$ cat config.mk
export PLATFORM = sky130hd
export DESIGN_NAME = ppc_top
export DESIGN_NICKNAME = d
export VERILOG_FILES = /design/src/include/ppc_pkg.sv /design/src/hw/ppc_pin_map.sv /design/src/hw/ppc_top.sv
export SDC_FILE = /design/constraint.sdc
export NUM_CORES = 1
export LEC_CHECK = 0
export ABC_AREA = 1
export BUFFER_PORTS_ARGS = -buffer_cell sky130_fd_sc_hd__buf_2
export CELL_PAD_IN_SITES_DETAIL_PLACEMENT = 1
export CELL_PAD_IN_SITES_GLOBAL_PLACEMENT = 2
export CORE_MARGIN = 2
export CORE_UTILIZATION = 24
export DETAILED_ROUTE_END_ITERATION = 10
export GPL_ROUTABILITY_DRIVEN = 1
export PLACE_DENSITY = 0.81
export SETUP_SLACK_MARGIN = 0.5
export SLEW_MARGIN = 5
export SYNTH_ARGS = -nofsm -noshare
export SYNTH_HDL_FRONTEND = slang
export SYNTH_SLANG_ARGS = --single-unit
$ cat constraint.sdc
create_clock -name aclk -period 2.95 [get_ports aclk]
set_input_delay 0.295 -clock aclk [delete_from_list [all_inputs] [get_ports aclk]]
set_output_delay 0.295 -clock aclk [all_outputs]
set_load 0.02 [all_outputs]
$ cat src/include/ppc_pkg.sv
package ppc_pkg;

  localparam int unsigned ADDR_W = 4;
  localparam int unsigned DATA_W = 32;

  // register byte addresses
  localparam logic [ADDR_W-1:0] OFS_CONTROL = 4'h0;
  localparam logic [ADDR_W-1:0] OFS_MODE    = 4'h4;
  localparam logic [ADDR_W-1:0] OFS_PINS    = 4'h8;

  // control register fields
  localparam int unsigned BIT_RDEN  = 8;
  localparam int unsigned BIT_CSF_H = 7;
  localparam int unsigned BIT_CSF_L = 6;
  localparam int unsigned BIT_ALP   = 5;
  localparam int unsigned BIT_CHIP_SELECT_TWO_POLARITY  = 4;
  localparam int unsigned BIT_BEP   = 2;
  localparam int unsigned BIT_WRITE_STROBE_POLARITY  = 1;
  localparam int unsigned BIT_READ_STROBE_POLARITY  = 0;
  localparam logic [15:0] CTRL_RESET = 16'h0000;
  // writable bits of the control register; the rest read as zero
  localparam logic [15:0] CTRL_MASK  = 16'h01f7;

  // mode register field
  localparam int unsigned BIT_MODE_H = 1;
  localparam int unsigned BIT_MODE_L = 0;
  localparam logic [1:0]  MODE_RESET = 2'h0;

  localparam logic [1:0] RESP_OKAY   = 2'h0;
  localparam logic [1:0] RESP_SLVERR = 2'h2;

  typedef enum logic [1:0] {
    PPC_CSF_ADDR   = 2'h0,
    PPC_CSF_CS2    = 2'h1,
    PPC_CSF_BOTH   = 2'h2,
    PPC_CSF_RESVD  = 2'h3
  } ppc_csf_e;

  typedef enum logic [1:0] {
    PPC_MODE_SLAVE_A = 2'h0,
    PPC_MODE_SLAVE_B = 2'h1,
    PPC_MODE_MASTER2 = 2'h2,
    PPC_MODE_MASTER1 = 2'h3
  } ppc_mode_e;

  // raw, active-high strobes from the transfer engine
  typedef struct packed {
    logic read;
    logic write;
    logic enable;
    logic rw_dir;
    logic latch_low;
    logic latch_high;
    logic cs1;
    logic cs2;
    logic byte_en;
    logic addr_a14;
    logic addr_a15;
  } ppc_raw_s;

  // pin levels and enables
  typedef struct packed {
    logic read_strobe_pin;
    logic write_strobe_pin;
    logic read_strobe_oe;
    logic write_strobe_oe;
    logic address_latch_low;
    logic address_latch_high;
    logic chip_select_one_pin;
    logic chip_select_two_pin;
    logic byte_enable_pin;
  } ppc_pins_s;

endpackage

$ cat src/hw/ppc_pin_map.sv
module ppc_pin_map
  import ppc_pkg::*;
(
  input  wire logic       aclk,
  input  wire logic       aresetn,
  input  wire logic [15:0] ctrl,
  input  wire logic [1:0] port_mode_field,
  input  wire ppc_raw_s   raw,
  output ppc_pins_s       pins
);

  ppc_pins_s nxt_pins;
  ppc_pins_s pins_ff;

  function automatic logic pol(input logic lvl, input logic act_high);
    pol = act_high ? lvl : ~lvl;
  endfunction

  always_comb begin
    logic     master1;
    ppc_csf_e csf;
    master1 = 1'b0;
    csf = PPC_CSF_ADDR;
    nxt_pins = '0;
    master1 = (port_mode_field == PPC_MODE_MASTER1);
    csf = ppc_csf_e'(ctrl[BIT_CSF_H:BIT_CSF_L]);
    // master 1: write pin carries enable, read pin carries direction
    if (master1) begin
      nxt_pins.write_strobe_pin = pol(raw.enable, ctrl[BIT_WRITE_STROBE_POLARITY]);
      nxt_pins.read_strobe_pin  = pol(raw.rw_dir, ctrl[BIT_READ_STROBE_POLARITY]);
    end else begin
      nxt_pins.write_strobe_pin = pol(raw.write, ctrl[BIT_WRITE_STROBE_POLARITY]);
      nxt_pins.read_strobe_pin  = pol(raw.read, ctrl[BIT_READ_STROBE_POLARITY]);
    end
    nxt_pins.read_strobe_oe  = ctrl[BIT_RDEN];
    nxt_pins.write_strobe_oe = ctrl[BIT_RDEN];
    nxt_pins.address_latch_low  = pol(raw.latch_low, ctrl[BIT_ALP]);
    nxt_pins.address_latch_high = pol(raw.latch_high, ctrl[BIT_ALP]);
    nxt_pins.byte_enable_pin    = pol(raw.byte_en, ctrl[BIT_BEP]);
    case (csf)
      PPC_CSF_BOTH: begin
        // cs1 polarity lives outside this block; driven active-high
        nxt_pins.chip_select_one_pin = raw.cs1;
        nxt_pins.chip_select_two_pin = pol(raw.cs2, ctrl[BIT_CHIP_SELECT_TWO_POLARITY]);
      end
      PPC_CSF_CS2: begin
        nxt_pins.chip_select_one_pin = raw.addr_a14;
        nxt_pins.chip_select_two_pin = pol(raw.cs2, ctrl[BIT_CHIP_SELECT_TWO_POLARITY]);
      end
      PPC_CSF_ADDR: begin
        nxt_pins.chip_select_one_pin = raw.addr_a14;
        nxt_pins.chip_select_two_pin = raw.addr_a15;
      end
      default: begin
        // reserved code: treat both pins as address lines
        nxt_pins.chip_select_one_pin = raw.addr_a14;
        nxt_pins.chip_select_two_pin = raw.addr_a15;
      end
    endcase
    // pins not used by the port stay low
    if (!ctrl[BIT_RDEN]) begin
      nxt_pins.read_strobe_pin  = 1'b0;
      nxt_pins.write_strobe_pin = 1'b0;
    end
  end

  always_ff @(posedge aclk) begin
    if (!aresetn) begin
      pins_ff <= '0;
    end else begin
      pins_ff <= nxt_pins;
    end
  end

  assign pins = pins_ff;

endmodule

$ cat src/hw/ppc_top.sv
// Overview of operation
// - Strobe-port enable bit drives read and write strobe pins; cleared leaves them unused.
// - Chip-select function: 10 both selects, 01 second only, 00 both address.
// - Latch polarity bit sets active level of both address latch strobes.
// - Chip select two polarity bit: set active-high, cleared active-low.
// - Byte enable polarity bit: set active-high, cleared active-low.
// - Outside master mode one, write polarity sets write strobe level.
// - In master mode one, write polarity sets enable strobe level.
// - Outside master mode one, read polarity sets read strobe level.
// - In master mode one, read polarity sets read/write direction strobe level.
// - Pins on address-line duty ignore their polarity bits.
//
// Our own choices: the address map and the AXI4-Lite slave port.
module ppc_top
  import ppc_pkg::*;
(
  input  wire logic              aclk,
  input  wire logic              aresetn,
  input  wire logic [ADDR_W-1:0] s_axi_awaddr,
  input  wire logic              s_axi_awvalid,
  output logic                   s_axi_awready,
  input  wire logic [DATA_W-1:0] s_axi_wdata,
  input  wire logic [3:0]        s_axi_wstrb,
  input  wire logic              s_axi_wvalid,
  output logic                   s_axi_wready,
  output logic [1:0]             s_axi_bresp,
  output logic                   s_axi_bvalid,
  input  wire logic              s_axi_bready,
  input  wire logic [ADDR_W-1:0] s_axi_araddr,
  input  wire logic              s_axi_arvalid,
  output logic                   s_axi_arready,
  output logic [DATA_W-1:0]      s_axi_rdata,
  output logic [1:0]             s_axi_rresp,
  output logic                   s_axi_rvalid,
  input  wire logic              s_axi_rready,
  input  wire ppc_raw_s          raw_strobes,
  output ppc_pins_s              pins,
  output logic [1:0]             port_mode_field
);

  logic [15:0]       ctrl_ff;
  logic [1:0]        mode_ff;
  logic              aw_held_ff;
  logic [ADDR_W-1:0] aw_addr_ff;
  logic              w_held_ff;
  logic [DATA_W-1:0] w_data_ff;
  logic [3:0]        w_strb_ff;
  logic              bvalid_ff;
  logic [1:0]        bresp_ff;
  logic              rvalid_ff;
  logic [DATA_W-1:0] rdata_ff;
  logic [1:0]        rresp_ff;
  logic              do_write;
  logic [DATA_W-1:0] nxt_rdata;
  logic              nxt_rhit;

  function automatic logic [15:0] merge16(input logic [15:0] old, input logic [DATA_W-1:0] d,
                                          input logic [3:0] strb);
    merge16 = old;
    if (strb[0]) merge16[7:0]  = d[7:0];
    if (strb[1]) merge16[15:8] = d[15:8];
  endfunction

  // address and data may arrive in either order; each is held until both are in
  assign s_axi_awready = !aw_held_ff && !bvalid_ff;
  assign s_axi_wready  = !w_held_ff && !bvalid_ff;
  assign do_write      = aw_held_ff && w_held_ff && !bvalid_ff;

  always_ff @(posedge aclk) begin
    if (!aresetn) begin
      aw_held_ff <= 1'b0;
      aw_addr_ff <= '0;
    end else if (s_axi_awvalid && s_axi_awready) begin
      aw_held_ff <= 1'b1;
      aw_addr_ff <= s_axi_awaddr;
    end else if (do_write) begin
      aw_held_ff <= 1'b0;
    end
  end

  always_ff @(posedge aclk) begin
    if (!aresetn) begin
      w_held_ff <= 1'b0;
      w_data_ff <= '0;
      w_strb_ff <= '0;
    end else if (s_axi_wvalid && s_axi_wready) begin
      w_held_ff <= 1'b1;
      w_data_ff <= s_axi_wdata;
      w_strb_ff <= s_axi_wstrb;
    end else if (do_write) begin
      w_held_ff <= 1'b0;
    end
  end

  always_ff @(posedge aclk) begin
    if (!aresetn) begin
      ctrl_ff <= CTRL_RESET;
    end else if (do_write && aw_addr_ff == OFS_CONTROL) begin
      ctrl_ff <= merge16(ctrl_ff, w_data_ff, w_strb_ff) & CTRL_MASK;
    end
  end

  always_ff @(posedge aclk) begin
    if (!aresetn) begin
      mode_ff <= MODE_RESET;
    end else if (do_write && aw_addr_ff == OFS_MODE && w_strb_ff[0]) begin
      mode_ff <= w_data_ff[BIT_MODE_H:BIT_MODE_L];
    end
  end

  always_ff @(posedge aclk) begin
    if (!aresetn) begin
      bvalid_ff <= 1'b0;
      bresp_ff  <= RESP_OKAY;
    end else if (do_write) begin
      bvalid_ff <= 1'b1;
      // pin status is read-only; unmapped or read-only targets answer slverr
      bresp_ff  <= (aw_addr_ff == OFS_CONTROL || aw_addr_ff == OFS_MODE) ? RESP_OKAY : RESP_SLVERR;
    end else if (s_axi_bready) begin
      bvalid_ff <= 1'b0;
    end
  end

  assign s_axi_bvalid = bvalid_ff;
  assign s_axi_bresp  = bresp_ff;

  always_comb begin
    nxt_rdata = '0;
    nxt_rhit  = 1'b1;
    case (s_axi_araddr)
      OFS_CONTROL: nxt_rdata[15:0] = ctrl_ff;
      OFS_MODE:    nxt_rdata[1:0]  = mode_ff;
      OFS_PINS:    nxt_rdata[8:0]  = pins;
      default:     nxt_rhit        = 1'b0;
    endcase
  end

  assign s_axi_arready = !rvalid_ff;

  always_ff @(posedge aclk) begin
    if (!aresetn) begin
      rvalid_ff <= 1'b0;
      rdata_ff  <= '0;
      rresp_ff  <= RESP_OKAY;
    end else if (s_axi_arvalid && s_axi_arready) begin
      rvalid_ff <= 1'b1;
      rdata_ff  <= nxt_rdata;
      rresp_ff  <= nxt_rhit ? RESP_OKAY : RESP_SLVERR;
    end else if (s_axi_rready) begin
      rvalid_ff <= 1'b0;
    end
  end

  assign s_axi_rvalid = rvalid_ff;
  assign s_axi_rdata  = rdata_ff;
  assign s_axi_rresp  = rresp_ff;
  assign port_mode_field = mode_ff;

  // pin polarity and function steering
  ppc_pin_map u_pin_map (
    .aclk            (aclk),
    .aresetn         (aresetn),
    .ctrl            (ctrl_ff),
    .port_mode_field (mode_ff),
    .raw             (raw_strobes),
    .pins            (pins)
  );

endmodule

# Word level (Yosys, flattened, before mapping)
# Cells that the tools add are included.
[classes] n_reduce_logical=25 mul=0 eq_ne=6 shift=0 n_bitwise=8 div_mod_pow=0 addsub=0 mux=22 n_lt_le_gt_ge=0
[op_table] cell="2-to-1 mux 1 bit" n=16
[op_table] cell="case mux 7 bit (2 select lines)" n=1
[op_table] cell="logical AND 1 bit" n=10
[op_table] cell="== test 4 x 3 -> 1 bit, second input constant" n=2
[op_table] cell="logical NOT 4 bit" n=2
[op_table] cell="inverter 1 bit" n=8
[op_table] cell="nonzero test 2 bit" n=4
[op_table] cell="2-to-1 mux 2 bit" n=3
[op_table] cell="case mux 2 bit (3 select lines)" n=1
[op_table] cell="AND reduction 2 bit" n=3
[op_table] cell="== test 2 bit, second input constant" n=2
[op_table] cell="== test 4 bit, second input constant" n=1
[op_table] cell="logical NOT 1 bit" n=4
[op_table] cell="case mux 2 bit (2 select lines)" n=1
[op_table] cell="OR reduction 3 bit" n=1
[op_table] cell="== test 2 x 1 -> 1 bit, second input constant" n=1
[op_table] cell="logical OR 1 bit" n=1
[word_totals] out_inout_bits=52 mem_bits_rw=0 latch_bits=0 n_memories=0 word_cells=82 in_bits=62 mem_bits_ro=0 regBits=50

# Logic depth before layout (Yosys ltp)
# Gate-level depths: netlist of run 1.
[depth] depth_word=4 depth_mapped=7 depth_no_buf=7

# Hierarchy
# From an unflattened synthesis of run 1, not the netlist that was laid out.
[unflattened] hier_cells=301 area_unflattened_um2=2154.6
[modules_own_cells] module="ppc_top" seq_area_each_um2=780.7 cells_per_inst=250 instances=1 area_each_um2=1786.7
[modules_own_cells] module="ppc_pin_map" seq_area_each_um2=160.2 cells_per_inst=51 instances=1 area_each_um2=367.9

# Worst setup path before layout of run 1
# OpenSTA, ideal clock, no wires.
[synth_path] path_type="register to register" startpoint="register bvalid_ff (netlist: s_axi_bvalid)" endpoint="register w_data_ff[1]" path_slack_ns=1.546 required_ns=2.834 path_buffers=1 synth_period_minus_slack_ns=1.404 arrival_ns=1.288 path_stages_with_launch=6 setup_time_ns=0.116 cell_sequence="dfxtp_1 > nor2_1 > nand2_1 > buf_2 > o21ai_0 > nor2_1"
[synth_between] elab_chain_len=3
[synth_lines] item="start: declaration" line="ppc_top.sv:48" rtl="logic bvalid_ff;"
[synth_lines] item="start signal: assignment" line="ppc_top.sv:113" rtl="bvalid_ff <= 1'b0;"
[synth_lines] item="start signal: assignment" line="ppc_top.sv:116" rtl="bvalid_ff <= 1'b1;"
[synth_lines] item="start signal: assignment" line="ppc_top.sv:120" rtl="bvalid_ff <= 1'b0;"
[synth_lines] item="logical NOT 1 bit" line="ppc_top.sv:66" rtl="assign s_axi_wready = !w_held_ff && !bvalid_ff;"
[synth_lines] item="logical AND 1 bit" line="ppc_top.sv:66"
[synth_lines] item="net s_axi_wready" line="ppc_top.sv:25" rtl="output logic s_axi_wready,"
[synth_lines] item="logical AND 1 bit" line="ppc_top.sv:86" rtl="end else if (s_axi_wvalid && s_axi_wready) begin"
[synth_lines] item="end signal: assignment" line="ppc_top.sv:88" rtl="w_data_ff <= s_axi_wdata;"
[synth_lines] item="end: declaration" line="ppc_top.sv:46" rtl="logic [DATA_W-1:0] w_data_ff;"
# The timed path passes the listed nets, and every way through them passes these cells.
# A chain may end at the register's enable or synchronous reset.

# Worst setup path in the final report of run 1
[layout_path] startpoint="register bvalid_ff (netlist: s_axi_bvalid)" endpoint="register w_data_ff[2]"
[layout_between] elab_chain_len=3
[layout_lines] item="logical NOT 1 bit" line="ppc_top.sv:66"
[layout_lines] item="logical AND 1 bit" line="ppc_top.sv:66"
[layout_lines] item="logical AND 1 bit" line="ppc_top.sv:86"
# Every way passes these cells.

==> results of run 1 <==
[cell type report]
cell class | instances | area share [%]
clock inverter | 2 | 1.370
inverter | 30 | 4.452
tap | 108 | 5.284
timing repair buffer | 62 | 12.13
clock buffer | 6 | 3.229
sequential | 47 | 36.79
multi-input combinational | 207 | 36.74
[per-stage QoR]
stage / power [mW] / instance area, µm² / cells / hold slack, ps / setup slack (ps)
detailed placement: 0.9124 / 2440 / 454 / 453.2 / 1218
CTS: 1.413 / 2557 / 462 / 231.3 / 1534
floorplan: 0.8677 / 2222 / 316 / 429.1 / 1546
global placement: 0.9057 / 2440 / 454 / 442.9 / 1288
finish: 1.388 / 2557 / 462 / 237.8 / 1556
global route: 1.464 / 2557 / 462 / 246.0 / 1356
[placed cells by master, fill, tap and decap left out]
| cell type | count |
|---|---|
| nor3_4 | 1 |
| o21a_1 | 1 |
| nor2_2 | 1 |
| nor3_1 | 1 |
| bufinv_16 | 1 |
| conb_1 | 25 |
| nand3_2 | 1 |
| ha_1 | 2 |
| nor3_2 | 1 |
| xor2_1 | 3 |
| a21oi_1 | 16 |
| a31oi_1 | 2 |
| inv_2 | 5 |
| clkinv_1 | 1 |
| clkinv_2 | 2 |
| clkbuf_8 | 6 |
| nand3_1 | 19 |
| inv_1 | 23 |
| xnor2_1 | 1 |
| o211ai_1 | 1 |
| nand2_1 | 39 |
| nand2_2 | 2 |
| buf_2 | 62 |
| dfxtp_1 | 47 |
| o21ai_0 | 28 |
| nor2_1 | 63 |
[cells by family (layout without fill, tap and decap cells)]
kind of cell / after synthesis / after routing / share of synthesized area, %
and+or+nand+nor: 128 / 128 / 25.23
buffers and inverters: 62 / 100 / 16.02
AOI/OAI and AO/OA: 48 / 48 / 11.62
DFF: 47 / 47 / 44.13
xor gates and xnor gates: 4 / 4 / 1.643
adders and majority gates: 2 / 2 / 1.174
other: 1 / 25 / 0.1759
[report_power, final]
| part | internal, mW | leakage [nW] | switching, mW |
|---|---|---|---|
| combinational | 0.0631 | 0.810 | 0.142 |
| sequential | 0.669 | 0.386 | 0.0200 |
| clock | 0.274 | 0.0612 | 0.218 |
[worst min path at each step]
| stage | startpoint | endpoint | slack (ps) |
|---|---|---|---|
| 6_report | raw_strobes[0] | u_pin_map.pins[1]$_SDFF_PN0_ | 240 |
| 5_1_grt | raw_strobes[0] | u_pin_map.pins[1]$_SDFF_PN0_ | 250 |
| 4_1_cts | raw_strobes[0] | u_pin_map.pins[1]$_SDFF_PN0_ | 230 |
| 3_5_place_dp | w_data_ff[8]$_SDFFE_PN0P_ | w_data_ff[8]$_SDFFE_PN0P_ | 450 |
| 3_3_place_gp | w_data_ff[8]$_SDFFE_PN0P_ | w_data_ff[8]$_SDFFE_PN0P_ | 440 |
| 2_1_floorplan | w_data_ff[8]$_SDFFE_PN0P_ | w_data_ff[8]$_SDFFE_PN0P_ | 430 |
[routing by layer]
metal / up-vias / share of wire, % / wire [µm]
met5: - / 0 / 0
met4: 0 / 0.76 / 41
met3: 4 / 5.9 / 321
met2: 57 / 45 / 2433
met1: 870 / 48 / 2629
li1: 988 / - / -
[sequential cells by signal, summed over array words and instances, names as in the netlist]
register,count
aw_addr_ff,4
aw_held_ff,1
ctrl_ff,8
port_mode_field,2
s_axi_bresp,1
s_axi_bvalid,1
s_axi_rdata,9
s_axi_rresp,1
s_axi_rvalid,1
u_pin_map.pins,8
w_data_ff,8
w_held_ff,1
w_strb_ff,2
[critical path, stage by stage (launching register included)]
cell and delay [ps]:
dfxtp_1 410, nor2_1 90, nand2_1 340, inv_1 230
nor2_1 150, nor2_1 60
==> impl_metrics.yaml, run 1 <==
die:
  die_height_um: 98.25
  initial_core_util_pct: 24.57
  coreArea_um2: 8678
  die_w_um: 98.25
  rows: 34
  dieArea_um2: 9653
  pin_count: 114
global_routing:
  grt-busiest-layer: "met2"
  grt_pass1_vias: 1896
  grtUsageMet1_pct: 15.66
  grt_use_met3_pct: 2.792
  grt_max_degree: 30
  antenna_found_initial: 0
  grt_usage_pct: 11.58
  grt.overflow.total: 0
  grt_first_pass_wirelength_mm: 9.094
  globalRouteMet2Util_pct: 18.55
timing:
  fmax_mhz: 717.6
  final_max_slew_viol_count: 0
  skew_ps: 10.93
  setup_viol: 0
  maxSlewHeadroom_pct: 64.64
  rsz0062_at_grt: "no"
  tns_ps: 0
  fin_crit_ps: 1394
  final-hold-violation-count: 0
  worst_pin_slew_ps: 527.2
  post-route-period-util_pct: 47.24
finish:
  antennaDiodeCount: 0
  drive_gt1_share_pct: 23.16
  synthToLayoutAreaGrowth_pct: 19.95
  final_util_pct: 29.47
  seqCellArea_um2: 940.9
  nets: 417
  n_fill_cell: 1101
  multi_input_area_um2: 939.7
placed_design:
  gp_congestion: 0.7225
  port_buffers: 62
  dpl.hpwl_mm: 4.211
setup_path:
  crit_required_ps: 3140
  crit_start: "s_axi_bvalid$_SDFFE_PN0P_"
  r2r_start: "s_axi_bvalid$_SDFFE_PN0P_"
  endpoint: "w_data_ff[2]$_SDFFE_PN0P_"
  crit_fanout: 15
  setup.worst_path.start_class: "flop"
  worstReg2RegEnd: "w_data_ff[2]$_SDFFE_PN0P_"
  cp.arrival_ps: 1580
  worstRegToRegCells: 5
  crit_type: "reg2reg"
  critPathCaptureType: "flop"
  rrSetupSlack_ps: 1560
yosys:
  synthDistinctLibCells: 26
  ys_seq_area_share_pct: 44.13
  syn_area_um2: 2132
  synth_async_sr_flop_share_pct: 0
  synthFlopType: "dfxtp_1"
  synth_cells: 292
  ys_top_cells_by_count: "nor2_1 (63), dfxtp_1 (47), nand2_1 (39), buf_4 (28), o21ai_0 (28)"
  synth.area.top_cells: "dfxtp_1 (44%), nor2_1 (11%), buf_4 (9.9%)"
  ys_warn_count: 0
  synth_top_area_cell: "dfxtp_1"
  synth-edff-count: 0
  synth.top_cell.area_share_pct: 44.13
  avgSynthCellArea_um2: 7.302
  synth-seq-cells: 47
  synth_most_common_cell: "nor2_1"
hold_path:
  hold_depth: 3
  hold_class: "in2reg"
route:
  drtIter0Drc: 19
  wire_per_inst_um: 11.74
  dr.pass1.iters: 4
  drt-total-wl_mm: 5.425
  vias: 1919
  via_per_inst: 4.154
  drc: 0
  drtAntennaViolNets: 0
cts:
  cts-resized-gates: 0
  tritoncts: "done"
  path_clk_slew_ps: 90
  root_buffer: "clkbuf_8"
  cts_max_level: 2
  post_cts_buffers: 0
  cts-hold-fix-buffers: 0
  cts_buffer_depth: 2
  clk-insertion-delay-late_ps: 300
  cts.sinks: 47
  cts_made_buffers: 5
power_and_ir_drop:
  vdd_drop_max_uv: 286.3
  p_leak_nw: 1.257
  power_density_nw_per_um2: 542.6
run_status:
  status: "finished clean"
flow_run:
  cap_violations: 0
No activity file was read; power rests on OpenSTA's default activity.
==> inputs of run 2 (changes only) <==
- CORE_UTILIZATION: 24 -> 23
- PLACE_DENSITY: 0.81 -> 0.78
- clock period: 2.95 -> 1.4 ns (I/O delays scaled with it)
==> run 2 against run 1 <==
Via count increased by 9.1%. Clock skew grew 2.4 ps. Sequential power grew 110%. Critical path depth is 3 lower. Combinational power rose to 3.4 times the previous value. Largest cell class is now multi-input gates. Highest routed layer unchanged.
==> impl_metrics.yaml, run 2 (synthesis results as in run 1) <==
global_routing:
  grt_usage_pct: 12.61
  grt_max_degree: 18
  grt_pass1_vias: 2117
  grt.overflow.total: 0
  antenna_found_initial: 0
  grt_first_pass_wirelength_mm: 10.10
setup_path:
  critPathCaptureType: "output pin"
  path_cells: "nor2_4, buf_6"
  setup.worst_path.start_class: "flop"
  crit_family: "flip-flops"
  cp.arrival_ps: 960
  crit_type: "reg2out"
  crit_slowest_cell: "dfxtp_4"
  crit_required_ps: 1260
  critical_path_buf_inv_count: 1
  crit_fanout: 4
  max_stage_delay_ps: 390
finish:
  antennaDiodeCount: 0
  synthToLayoutAreaGrowth_pct: 56.22
  largest_reg_flops: 9
  final_cell_mix: "nor2_1 (45), buf_2 (37), nand2_1 (34)"
  final_area_um2: 3331
  final_util_pct: 36.57
  final_common_cell: "nor2_1"
  nets: 444
  instances_no_fill: 492
  drive_gt1_share_pct: 53.28
timing:
  setup_viol: 0
  tns_ps: 0
  fin_crit_ps: 1095
  worst_pin_slew_ps: 557.5
  post-route-period-util_pct: 78.24
  fmax_mhz: 913.0
  final_max_slew_viol_count: 0
  final-hold-violation-count: 0
  rsz0062_at_grt: "yes"
  maxSlewHeadroom_pct: 62.60
  skew_ps: 13.38
route:
  drtIter0Drc: 33
  wire_per_inst_um: 12.60
  vias: 2093
  drc: 0
  via_per_inst: 4.254
  drtAntennaViolNets: 0
  drt-total-wl_mm: 6.197
  dr.pass1.iters: 4
cts:
  cts.sinks: 47
  cts_made_buffers: 5
  root_buffer: "clkbuf_8"
  cts_max_level: 2
  path_clk_slew_ps: 100
  tritoncts: "done"
  cts_buffer_depth: 2
  clk-insertion-delay-late_ps: 310
  cts-hold-fix-buffers: 0
hold_path:
  hold_class: "in2reg"
placed_design:
  port_buffers: 62
  placed_area_um2: 2571
  gp_congestion: 0.7069
  dp_cells: 459
  dpl.hpwl_mm: 4.335
die:
  dieArea_um2: 10060
  die_height_um: 100.3
  coreArea_um2: 9109
  rows: 35
  initial_core_util_pct: 23.41
  die_w_um: 100.3
  pin_count: 114
flow_run:
  cap_violations: 0
power_and_ir_drop:
  power_density_nw_per_um2: 906.7
  p_leak_nw: 1.516
  vdd_drop_max_uv: 454.8
run_status:
  status: "finished clean"
==> run 2: final cells by class <==
cell class	count	area (µm²)
repair buffers	85	654.4
inverters	30	150.1
repair inverters	3	33.78
clock inverters	3	25.02
clock buffers	5	68.82
well taps	111	138.9
fillers	1090	5778
multi-input cells	208	1266
flip-flops and latches	47	993.5
==> run 2: where the power goes <==
group | leakage (nW) | total, mW | switching (mW) | internal (mW)
Clock | 0.0443 | 0.850 | 0.492 | 0.358
Sequential | 0.399 | 1.48 | 0.0680 | 1.41
Combinational | 1.07 | 0.692 | 0.409 | 0.283
==> run 2: tightest hold or removal path, stage by stage <==
cell	delay, ps
buf_2	80
o21ai_2	50
nor2_1	70
==> run 2: final timing paths <==
check,slack [ps],cells past startpoint,end,start
min reg2reg,480,2,w_data_ff[8]$_SDFFE_PN0P_,w_data_ff[8]$_SDFFE_PN0P_
max,300,2,s_axi_awready,s_axi_bvalid$_SDFFE_PN0P_
max reg2reg,320,6,ctrl_ff[0]$_SDFFE_PN0P_,s_axi_bvalid$_SDFFE_PN0P_
min,60,3,aw_addr_ff[0]$_SDFFE_PN0P_,s_axi_awaddr[0]
==> run 2: stage by stage <==
| step | setup WS (ps) | hold WS (ps) | total power, mW |
|---|---|---|---|
| after global routing | 210.3 | 59.95 | 3.201 |
| after CTS | 300.0 | 52.95 | 3.012 |
| after global placement | 244.0 | 380.1 | 1.949 |
| after floorplan | 360.7 | 276.0 | 1.867 |
| final | 304.7 | 63.80 | 3.020 |
| after detailed placement | 220.0 | 385.2 | 1.960 |
==> run 2: timing repair <==
item,4_1_cts,5_1_grt
buffers inserted,19,2
endpoints found under the setup margin,68,70
endpoints found under the hold margin,0,0
resized for setup,132,31
pin swaps,20,14
cloned,4,0
==> run 2: layer usage <==
metal | global-route usage [%] | part of all wire (%) | vias up
met5 | 0 | 0 | -
met4 | 3.267 | 1.3 | 0
met3 | 2.786 | 4.9 | 8
met2 | 21.53 | 50 | 67
met1 | 16.10 | 44 | 968
li1 | - | - | 1050
==> inputs of run 3 (changes only) <==
- clock period: 1.4 -> 1.1 ns (I/O delays scaled with it)
==> run 3 against run 2 <==
The flow now finishes with violations (setup timing). Via count up 1.7%. Register-to-register slack worse by 340 ps. Die area unchanged. Clock skew fell by 6.4 ps. Largest cell class unchanged. Flip-flop and latch count did not move. First-iteration DRC count is 21% higher. Final area up 11%. Critical path type unchanged.
==> impl_metrics.yaml, run 3 (synthesis results as in run 1) <==
run_status:
  violations: "setup timing"
  status: "complete, but fails checks"
placed_design:
  dpl.hpwl_mm: 4.345
  port_buffers: 62
  gp_congestion: 0.7213
setup_path:
  worstRegToRegCells: 7
  crit_family: "flip-flops"
  crit_required_ps: 990
  crit_fanout: 3
  rrSetupSlack_ps: -20
  cpMostUsedCell: "buf_6"
  crit_cells: 3
  max_stage_delay_ps: 380
  critPathCaptureType: "output pin"
  crit_type: "reg2out"
  setup.worst_path.start_class: "flop"
  critical_path_buf_inv_count: 2
  path_cells: "buf_6, nor2_4, buf_6"
  cp.arrival_ps: 1040
  crit_slowest_cell: "dfxtp_4"
die:
  coreArea_um2: 9109
  dieArea_um2: 10060
  initial_core_util_pct: 23.41
  die_height_um: 100.3
  pin_count: 114
  die_w_um: 100.3
  rows: 35
global_routing:
  grt_first_pass_wirelength_mm: 10.35
  grt.overflow.total: 0
  grt_usage_pct: 13.14
  antenna_found_initial: 0
  grt_max_degree: 27
  grt_pass1_vias: 2149
cts:
  cts-hold-fix-buffers: 0
  root_buffer: "clkbuf_8"
  clk-insertion-delay-late_ps: 300
  cts.sinks: 47
  cts_made_buffers: 5
  cts_max_level: 2
  path_clk_slew_ps: 90
  cts_buffer_depth: 2
  tritoncts: "done"
timing:
  post-route-period-util_pct: 104.2
  final_max_slew_viol_count: 0
  finalWorstSetupSlack_ps: -45.86
  rsz0062_at_grt: "yes"
  fmax_mhz: 872.7
  final-hold-violation-count: 0
  setup_viol: 7
  skew_ps: 6.935
  tns_ps: -85.62
  fin_crit_ps: 1146
route:
  drc: 0
  drtAntennaViolNets: 0
  drtIter0Drc: 40
  wire_per_inst_um: 13.31
  dr.pass1.iters: 6
  drt-total-wl_mm: 6.653
  via_per_inst: 4.256
  vias: 2128
finish:
  largest_reg_flops: 9
  drive_gt1_share_pct: 62.21
  final_util_pct: 40.73
  nets: 452
  synthToLayoutAreaGrowth_pct: 74.00
  antennaDiodeCount: 0
  final_cell_mix: "nor2_1 (42), buf_2 (35), buf_6 (32)"
  final_common_cell: "nor2_1"
power_and_ir_drop:
  power_density_nw_per_um2: 1168
  p_leak_nw: 1.641
  vdd_drop_max_uv: 581.9
flow_run:
  cap_violations: 0
hold_path:
  hold_depth: 3
  hold_class: "in2reg"
==> run 3: final cells by class <==
type                            count  area (µm²)
Fill cell                        1049        5399
Multi-Input combinational cell    208        1465
Sequential cell                    47        1005
Timing Repair Buffer               93       768.2
Inverter                           30       157.7
Tap cell                          111       138.9
Clock buffer                        6       93.84
Timing Repair inverter              3       43.79
Clock inverter                      2       37.54
==> run 3: worst reg2reg max path, cell delays in order (launching register included) <==
cell and delay, ps:
dfxtp_4 380, inv_4 70, nand3_4 80, nor2_4 190, nand2_8 110, inv_8 90
nor2_1 40, nor2_1 100
==> run 3: final timing paths <==
kind,startpoint,endpoint
max,s_axi_bvalid$_SDFFE_PN0P_,s_axi_awready
min,s_axi_wdata[2],w_data_ff[2]$_SDFFE_PN0P_
max reg2reg,s_axi_bvalid$_SDFFE_PN0P_,ctrl_ff[7]$_SDFFE_PN0P_
min reg2reg,s_axi_rdata[3]$_SDFFE_PN0P_,s_axi_rdata[3]$_SDFFE_PN0P_
==> run 3: per-layer routing <==
layer / vias to the layer above / track usage (%) / wire length [µm]
li1: 1064 / - / -
met1: 998 / 16.40 / 2925
met2: 60 / 22.61 / 3401
met3: 6 / 2.716 / 240
met4: 0 / 4.215 / 85
met5: - / 0 / 0
==> run 3: report_power, final <==
part	internal, mW	switching, mW
sequential	1.78	0.0859
clock	0.815	0.621
combinational	0.423	0.604
==> run 3: timing repair <==
action | in CTS | in global routing
buffers inserted | 20 | 5
setup endpoints to repair | 74 | 74
resized for setup | 166 | 44
pin swaps | 29 | 24
gates cloned | 4 | 0
==> run 3: per-stage QoR <==
step / hold slack [ps] / cells / setup WS [ps] / power, mW / area [µm²]
2_1_floorplan: 249.7 / 316 / 60.70 / 2.374 / 2379
3_3_place_gp: 351.4 / 463 / -13.09 / 2.497 / 2638
3_5_place_dp: 357.3 / 463 / -51.76 / 2.512 / 2638
4_1_cts: 30.33 / 495 / -28.06 / 4.273 / 3456
5_1_grt: 36.50 / 500 / -84.39 / 4.535 / 3710
6_report: 40.06 / 500 / -45.86 / 4.334 / 3710
